## config.mk

```make
export PLATFORM = sky130hd
export DESIGN_NAME = ost_top
export DESIGN_NICKNAME = d
export VERILOG_FILES = /design/src/rtl/ost_pkg.sv /design/src/rtl/ost_unlock.sv /design/src/rtl/ost_top.sv
export SDC_FILE = /design/constraint.sdc
export NUM_CORES = 1
export LEC_CHECK = 0
export ABC_CLOCK_PERIOD_IN_PS = 8150
export BUFFER_PORTS_ARGS = -buffer_cell sky130_fd_sc_hd__buf_2
export CAP_MARGIN = 20
export CORE_MARGIN = 10
export CORE_UTILIZATION = 44
export CTS_BUF_LIST = sky130_fd_sc_hd__clkbuf_16
export DETAILED_ROUTE_END_ITERATION = 6
export GPL_ROUTABILITY_DRIVEN = 0
export PLACE_DENSITY = 0.65
export SYNTH_ARGS = -nofsm -noshare
export SYNTH_HDL_FRONTEND = slang
export SYNTH_SLANG_ARGS = --single-unit
```

## constraint.sdc

```tcl
create_clock -name i_core_clk -period 8.15 [get_ports i_core_clk]
set_input_delay 0.4075 -clock i_core_clk [delete_from_list [all_inputs] [get_ports i_core_clk]]
set_output_delay 0.4075 -clock i_core_clk [all_outputs]
set_load 0.01 [all_outputs]
```

## src/rtl/ost_pkg.sv

```systemverilog
// Purpose: shared constants and types for the oscillator switch and self-tune block
// Assumes: plain register port, 16-bit registers, 50 MHz core clock
// Notes:   offsets are register word addresses on the plain port
`default_nettype none
package ost_pkg;
  // ==========================================================
  // register map
  localparam logic [3:0]  OST_ADDR_CTRL_HI  = 4'h0;
  localparam logic [3:0]  OST_ADDR_CTRL_LO  = 4'h1;
  localparam logic [3:0]  OST_ADDR_TRIM     = 4'h2;
  localparam logic [3:0]  OST_ADDR_STATUS   = 4'h3;
  // ==========================================================
  // unlock keys
  localparam logic [7:0]  OST_KEY_HI_A      = 8'h78;
  localparam logic [7:0]  OST_KEY_HI_B      = 8'h9a;
  localparam logic [7:0]  OST_KEY_LO_A      = 8'h46;
  localparam logic [7:0]  OST_KEY_LO_B      = 8'h57;
  // ==========================================================
  // field positions
  localparam int          OST_HI_NSEL_LSB   = 0;
  localparam int          OST_NSEL_W        = 3;
  localparam int          OST_LO_SWREQ_BIT  = 0;
  localparam int          OST_TRIM_EN_BIT   = 15;
  localparam int          OST_TRIM_REF_BIT  = 12;
  localparam int          OST_TRIM_LOCK_BIT = 11;
  localparam int          OST_TRIM_LPOL_BIT = 10;
  localparam int          OST_TRIM_RNG_BIT  = 9;
  localparam int          OST_TRIM_RPOL_BIT = 8;
  localparam int          OST_TUNE_W        = 6;
  // ==========================================================
  // reset values
  localparam logic [15:0] OST_TRIM_RST      = 16'h0000;
  localparam logic [2:0]  OST_NSEL_RST      = 3'h0;
  // ==========================================================
  // self-tune measurement: reference period in core cycles
  localparam int          OST_CORE_MHZ      = 50;
  localparam int          OST_SOF_US        = 1000;
  localparam int          OST_SOF_CYC       = OST_SOF_US * OST_CORE_MHZ;
  // lock window 0.2 %, range window 1.5 %, in tenths of a percent
  localparam int          OST_LOCK_PERMIL   = 2;
  localparam int          OST_RANGE_PERMIL  = 15;
  // ==========================================================
  // measurement result carried from counter to loop
  typedef struct packed {
    logic        valid;
    logic [23:0] count;
  } ost_meas_t;
  // unlock sequencer states
  typedef enum logic [2:0] {
    OST_LK_IDLE = 3'b001,
    OST_LK_KEY1 = 3'b010,
    OST_LK_OPEN = 3'b100
  } ost_lock_st_t;
endpackage : ost_pkg
`default_nettype wire

```

## src/rtl/ost_unlock.sv

```systemverilog
// Purpose: two-key unlock for one protected control byte
// Assumes: each register write is one instruction
// Notes:   any other write to this byte drops the sequence, except a repeated first key, which restarts it
`default_nettype none
module ost_unlock
  import ost_pkg::*;
#(
  parameter logic [7:0] KEY_A = 8'h00,
  parameter logic [7:0] KEY_B = 8'h00
) (
  input  wire logic       i_core_clk,
  input  wire logic       i_rst,
  input  wire logic       i_ce,
  input  wire logic       i_wr,        // write to this byte
  input  wire logic       i_wr_other,  // write to any other register
  input  wire logic [7:0] i_data,
  output logic            o_open       // next write here is accepted
);
  ost_lock_st_t st_q;
  // ==========================================================
  // sequencer: any stray write between keys re-locks, except a repeated first key, which stays in KEY1
  always_ff @(posedge i_core_clk)
  begin
    if (i_rst)
      st_q <= OST_LK_IDLE;
    else if (i_ce)
    begin
      unique case (st_q)
        OST_LK_IDLE:
          if (i_wr && i_data == KEY_A)
            st_q <= OST_LK_KEY1;
        OST_LK_KEY1:
          if (i_wr && i_data == KEY_B)
            st_q <= OST_LK_OPEN;
          else if (i_wr || i_wr_other)
            st_q <= (i_wr && i_data == KEY_A) ? OST_LK_KEY1 : OST_LK_IDLE;
        OST_LK_OPEN:
          if (i_wr || i_wr_other)
            st_q <= OST_LK_IDLE;  // one protected write only
        default:
          st_q <= OST_LK_IDLE;
      endcase
    end
  end
  assign o_open = (st_q == OST_LK_OPEN);
endmodule : ost_unlock
`default_nettype wire

```

## src/rtl/ost_top.sv

```systemverilog
// Purpose: protected clock-source switch and internal RC self-tune loop
// Assumes: i_ref_tick pulses once per reference period, synchronous to i_core_clk
// Notes:   trim loop counts rc ticks per reference period and steps the trim by one
//
// Functional notes
// - high control byte opens only after keys 78h then 9Ah back to back
// - source selection write must directly follow high unlock; it becomes pending
// - low control byte opens only after keys 46h then 57h back to back
// - switch request set right after low unlock starts switching to pending source
// - request bit clears on success; lock status shows failure cause otherwise
// - trim bit 15 enables automatic calibration of the internal RC oscillator
// - trim bit 12 chooses reference: 1 USB frames, 0 crystal oscillator
// - loop adjusts 6-bit trim field bits 5:0 continuously while running
// - software writes to trim field are ignored while self-tuning
// - loop holds internal RC oscillator close to 8 MHz
// - drift beyond 0.2 percent flags lock loss and may interrupt
// - error beyond 1.5 percent flags out of range and may interrupt
// - lock status in bit 11, range status in bit 9 of trim register
// - polarity bits 10 and 8 pick interrupt on condition present or absent
// - crystal reference tunes only while the crystal oscillator is enabled
`default_nettype none
module ost_top
  import ost_pkg::*;
#(
  parameter int RC_TARGET = 8000 // rc ticks per reference period at 8 MHz
) (
  input  wire logic                    i_core_clk,
  input  wire logic                    i_rst,
  input  wire logic                    i_ce,
  // register port
  input  wire logic [3:0]              i_addr,
  input  wire logic [15:0]             i_wdata,
  input  wire logic                    i_wr,
  input  wire logic                    i_rd,
  output logic      [15:0]             o_rdata,
  // clock switch plant
  input  wire logic                    i_switch_done,  // switcher reports success
  input  wire logic                    i_pll_locked,
  output logic      [OST_NSEL_W-1:0]   o_new_source,
  output logic                         o_switch_req,
  // self-tune plant
  input  wire logic                    i_rc_tick,      // one per rc osc period
  input  wire logic                    i_ref_tick,     // reference period end
  input  wire logic                    i_ref_usb,      // usb frame reference strobe
  input  wire logic                    i_xtal_on,      // crystal oscillator enabled
  output logic      [OST_TUNE_W-1:0]   o_trim,
  output logic                         o_tune_irq
);
  // ==========================================================
  // declarations
  logic                  wr_hi, wr_lo, wr_trim;
  logic                  hi_open, lo_open;
  logic [OST_NSEL_W-1:0] nsel_q;
  logic                  swreq_q;
  logic [15:0]           trim_q;
  logic                  irq_q;
  logic [15:0]           rdata_q;
  logic [23:0]           cnt_q;
  ost_meas_t             meas_q;
  logic                  ref_ev;
  logic                  tune_run;
  logic [23:0]           err_abs;
  logic                  too_slow;
  logic                  lock_bad, range_bad;
  logic                  irq_d;

  assign wr_hi   = i_wr && i_addr == OST_ADDR_CTRL_HI;
  assign wr_lo   = i_wr && i_addr == OST_ADDR_CTRL_LO;
  assign wr_trim = i_wr && i_addr == OST_ADDR_TRIM;

  // ==========================================================
  // unlock sequencers, one per protected byte
  ost_unlock #(
    .KEY_A (OST_KEY_HI_A),
    .KEY_B (OST_KEY_HI_B)
  ) u_unlock_hi (
    .i_core_clk (i_core_clk),
    .i_rst      (i_rst),
    .i_ce       (i_ce),
    .i_wr       (wr_hi),
    .i_wr_other (i_wr && !wr_hi),
    .i_data     (i_wdata[7:0]),
    .o_open     (hi_open)
  );

  ost_unlock #(
    .KEY_A (OST_KEY_LO_A),
    .KEY_B (OST_KEY_LO_B)
  ) u_unlock_lo (
    .i_core_clk (i_core_clk),
    .i_rst      (i_rst),
    .i_ce       (i_ce),
    .i_wr       (wr_lo),
    .i_wr_other (i_wr && !wr_lo),
    .i_data     (i_wdata[7:0]),
    .o_open     (lo_open)
  );

  // ==========================================================
  // pending source choice, only in the slot right after unlock
  always_ff @(posedge i_core_clk)
  begin
    if (i_rst)
      nsel_q <= OST_NSEL_RST;
    else if (i_ce && wr_hi && hi_open)
      nsel_q <= i_wdata[OST_HI_NSEL_LSB +: OST_NSEL_W];
  end

  // ==========================================================
  // switch request: set by protected write, cleared by success
  always_ff @(posedge i_core_clk)
  begin
    if (i_rst)
      swreq_q <= 1'b0;
    else if (i_ce)
    begin
      if (wr_lo && lo_open && i_wdata[OST_LO_SWREQ_BIT])
        swreq_q <= 1'b1;
      else if (swreq_q && i_switch_done)
        swreq_q <= 1'b0;
    end
  end

  assign o_new_source = nsel_q;
  assign o_switch_req = swreq_q;

  // ==========================================================
  // reference selection and gating
  assign ref_ev   = trim_q[OST_TRIM_REF_BIT] ? i_ref_usb : (i_ref_tick && i_xtal_on);
  assign tune_run = trim_q[OST_TRIM_EN_BIT] &&
                    (trim_q[OST_TRIM_REF_BIT] || i_xtal_on);

  // ==========================================================
  // rc tick counter per reference period
  always_ff @(posedge i_core_clk)
  begin
    if (i_rst)
    begin
      cnt_q  <= 24'h00_0000;
      meas_q <= '0;
    end
    else if (i_ce)
    begin
      meas_q.valid <= 1'b0;
      if (!tune_run)
        cnt_q <= 24'h00_0000;
      else if (ref_ev)
      begin
        meas_q.valid <= 1'b1;
        meas_q.count <= cnt_q + {23'h00_0000, i_rc_tick};
        cnt_q        <= 24'h00_0000;
      end
      else if (i_rc_tick)
        cnt_q <= cnt_q + 24'h00_0001;
    end
  end

  // ==========================================================
  // error against 8 MHz target, as absolute ticks
  assign too_slow = meas_q.count < 24'(RC_TARGET);
  assign err_abs  = too_slow ? 24'(RC_TARGET) - meas_q.count
                             : meas_q.count - 24'(RC_TARGET);
  // thresholds scaled in tenths of a percent; avoids a divider
  assign lock_bad  = (err_abs * 24'd1000) > 24'(RC_TARGET * OST_LOCK_PERMIL);
  assign range_bad = (err_abs * 24'd1000) > 24'(RC_TARGET * OST_RANGE_PERMIL);

  // ==========================================================
  // trim register: hardware loop owns the trim field while running
  always_ff @(posedge i_core_clk)
  begin
    if (i_rst)
      trim_q <= OST_TRIM_RST;
    else if (i_ce)
    begin
      if (wr_trim)
      begin
        trim_q[OST_TRIM_EN_BIT]   <= i_wdata[OST_TRIM_EN_BIT];
        trim_q[OST_TRIM_REF_BIT]  <= i_wdata[OST_TRIM_REF_BIT];
        trim_q[OST_TRIM_LPOL_BIT] <= i_wdata[OST_TRIM_LPOL_BIT];
        trim_q[OST_TRIM_RPOL_BIT] <= i_wdata[OST_TRIM_RPOL_BIT];
        if (!tune_run)
          trim_q[OST_TUNE_W-1:0] <= i_wdata[OST_TUNE_W-1:0];
      end
      if (tune_run && meas_q.valid)
      begin
        trim_q[OST_TRIM_LOCK_BIT] <= !lock_bad;
        trim_q[OST_TRIM_RNG_BIT]  <= range_bad;
        // one step per period; saturates at the field limits
        if (lock_bad && too_slow && trim_q[OST_TUNE_W-1:0] != 6'h3f)
          trim_q[OST_TUNE_W-1:0] <= trim_q[OST_TUNE_W-1:0] + 6'h01;
        else if (lock_bad && !too_slow && trim_q[OST_TUNE_W-1:0] != 6'h00)
          trim_q[OST_TUNE_W-1:0] <= trim_q[OST_TUNE_W-1:0] - 6'h01;
      end
    end
  end

  assign o_trim = trim_q[OST_TUNE_W-1:0];

  // ==========================================================
  // interrupt line: lock loss or out-of-range, each with polarity
  assign irq_d = tune_run &&
                 ((trim_q[OST_TRIM_LOCK_BIT] == trim_q[OST_TRIM_LPOL_BIT]) ||
                  (trim_q[OST_TRIM_RNG_BIT]  != trim_q[OST_TRIM_RPOL_BIT]));

  always_ff @(posedge i_core_clk)
  begin
    if (i_rst)
      irq_q <= 1'b0;
    else if (i_ce)
      irq_q <= irq_d;
  end
  assign o_tune_irq = irq_q;

  // ==========================================================
  // read port, data one cycle after the strobe
  always_ff @(posedge i_core_clk)
  begin
    if (i_rst)
      rdata_q <= 16'h0000;
    else if (i_ce)
    begin
      rdata_q <= 16'h0000;
      if (i_rd)
      begin
        unique case (i_addr)
          OST_ADDR_CTRL_HI: rdata_q <= {13'h0000, nsel_q};
          OST_ADDR_CTRL_LO: rdata_q <= {15'h0000, swreq_q};
          OST_ADDR_TRIM:    rdata_q <= trim_q;
          OST_ADDR_STATUS:  rdata_q <= {13'h0000, irq_q, i_pll_locked, swreq_q};
          default:          rdata_q <= 16'h0000;
        endcase
      end
    end
  end
  assign o_rdata = rdata_q;
endmodule : ost_top
`default_nettype wire

```

==> reports/metrics.cfg <==
[logic_synthesis]
synth-simple-area-share=0.199
synth.distinct_cells=71
syn_inst=960
synthTopCellsByArea=dfxtp_1, fa_1, ha_1
synth-seq-cells=84
yosys.area.top_type_share=0.217
synthMuxAreaShare=0.0302
synth_top_family_by_area=adder cells
syn_avg_cell_area_sq_um=8.08
ys_seq_area_frac=0.217
synth-edff-count=0
synth_top_area_cell=dfxtp_1
synth-xor-area-share=0.0905
synthAdderAreaFrac=0.207
async_flop_share=0
synth_compound_area_frac=0.172
ys_warn_count=0
synthFlopType=dfxtp_1
synth_area_sq_um=7750

[drt]
routed_wirelength_microns=17200
firstDrtPassIters=4
antenna_left=0
wire_per_inst_microns=14.2
num_vias=6472
drc=0
drt_iter0_drc=372
viasPerCell=5.34

[worst_setup_path]
path_buf_inv=7
arrival_ns=7.43
endpoint_kind=register
rrSetupSlack_ns=0.97
slowest_delay_ns=0.49
r2r_end=trim_q[1]$_SDFFE_PP0P_
path_max_fanout=13
crit_family=adder cells
cpMaxStageDelayCell=fa_1
r2r-start=meas_q[6]$_SDFFE_PP0P_
criticalPathCategory=reg -> reg
crit_required_ns=8.40
reg2reg_depth=28
critPathLaunchType=register
cpMostUsedCell=inv_1
cp-startpoint=meas_q[6]$_SDFFE_PP0P_

[pwr]
power_density_nw_per_um2=133
combinationalPowerShare=0.266
power_mw=1.12
leakagePower_nw=3.49
p_int_uw=776
peakVddDrop_uv=98.7
p_clk_frac=0.365
switchingPower_uw=345
switching_share=0.308
seq_power_share=0.370

[sta]
setup_viol=0
post-route-period-util=0.881
hold_violations=0
relSlewSlack=0.305
worst_slack_ns=0.968
fin_crit_ns=7.18
rsz0062_at_grt=false
fin_setup_tns_ns=0
holdWs_ns=0.290
fmax_mhz=139
worstMarginPinSlew_ns=1.03
finalMaxSlewViolations=0
clock_skew_ns=0.00925

[global_routing]
grt_use_total=0.145
grt_overflow_total=0
grt_max_degree=70
grt_antenna_before_repair=0
grt_pass1_vias=6024
grt_pass1_wl_microns=29300

[floorplan]
core_area_sq_um=17300
rows=48
io_pins=58
dieArea_sq_um=23300
die_w_microns=153
initial_utilization=0.448
die_h_microns=153

[placed_design]
dpl.cell_count=1197
port_buffers=49
dpl_cell_area_sq_um=8120
hpwl_microns=13500
place_ws_ns=1.01

[hold_path]
holdCritPathClass=in -> reg
hold_depth=3
min_from=i_wdata[8]
worstHoldEndpoint=trim_q[8]$_SDFFE_PP0P_

[cells_and_area]
stdcell_count=1213
layout.nets=1110
layout_common_cells=nor2_1, inv_1, dfxtp_1
drive_gt1_frac=0.0860
design_area_sq_um=8420
utilization=0.487
n_antenna_cell=0
syn2layout_area_growth_pct=8.60

[cts]
cts_buffer_depth=2
cts.sinks=84
holdBufCountCts=0
postCtsSetupBuffers=0
clk_pin_slew_ns=0.07
worstSkewPairLatency_ns=0.35
cts_tree=yes
cts-root-buf=clkbuf_16
cts_buffers=9
cts-resized-gates=0
htree_levels=3

[run]
maxCapViolCount=0

[status]
status=finished clean

==> synth_stat cells (all sizes together), types with 8 or more instances <==
cell type and instances:
nor2 113, inv 112, dfxtp 84, nand2 66, o21ai 53, fa 52
a21oi 49, xnor2 48, ha 44, clkbuf 30, xor2 27, nor3 22
mux2i 20, nand3 20, a211oi 19, a22oi 19, buf 17, or3 17
nand4 11, nor2b 11, nand2b 10, or4 8
==> registers in the layout, indices dropped and copies added, names as in the netlist <==
| signal | count |
|---|---|
| meas_q | 25 |
| cnt_q | 24 |
| o_rdata | 12 |
| trim_q | 12 |
| o_new_source | 3 |
| u_unlock_hi.st_q | 3 |
| u_unlock_lo.st_q | 3 |
| o_switch_req | 1 |
| o_tune_irq | 1 |
==> layer usage <==
layer / track usage / vias up / share of wire
met5: 0 / - / 0
met4: 0.0391 / 0 / 0.010
met3: 0.0195 / 12 / 0.034
met2: 0.229 / 122 / 0.46
met1: 0.201 / 2997 / 0.49
li1: - / 3341 / -
==> logic make-up after synthesis <==
family | Yosys count
AND/OR/NAND/NOR | 314
AO/OA/AOI/OAI | 205
buffers and inverters | 159
adder cells (fa/ha/maj) | 97
flip-flops | 84
XOR/XNOR | 77
multiplexers | 23
other | 1
==> worst reg2reg max path, delay by kind of cell, from the launching register on <==
kind	cells	cell delay (ns)
AOI/OAI and AO/OA	6	1.33
xor gates and xnor gates	2	0.55
adders and majority gates	6	2.60
buffers and inverters	7	0.80
DFF	1	0.42
and+or+nand+nor	7	1.39
==> worst max-delay path by stage <==
stage                                        end  cells after the start
final                     trim_q[1]$_SDFFE_PP0P_                     28
after global routing      trim_q[1]$_SDFFE_PP0P_                     22
after CTS                 trim_q[1]$_SDFFE_PP0P_                     28
after detailed placement  trim_q[1]$_SDFFE_PP0P_                     21
after global placement    trim_q[1]$_SDFFE_PP0P_                     28
after floorplan           trim_q[3]$_SDFFE_PP0P_                     26
==> area by class of cell <==
| type | instances | area (sq um) |
|---|---|---|
| tap | 225 | 282 |
| multi-input combinational | 720 | 5440 |
| sequential | 84 | 1680 |
| inverter | 112 | 420 |
| clock buffer | 9 | 225 |
| fill | 1716 | 8880 |
| clock inverter | 7 | 75.1 |
| timing repair buffer | 56 | 298 |
==> power groups by stage <==
stage	combinational, mW	sequential, mW	clock, mW
global placement	0.293	0.424	0
global route	0.343	0.414	0.432
detailed placement	0.297	0.424	0
floorplan	0.235	0.423	0
finish	0.298	0.414	0.409
CTS	0.298	0.414	0.417
Note: power is estimated with default switching activity, not from simulation.
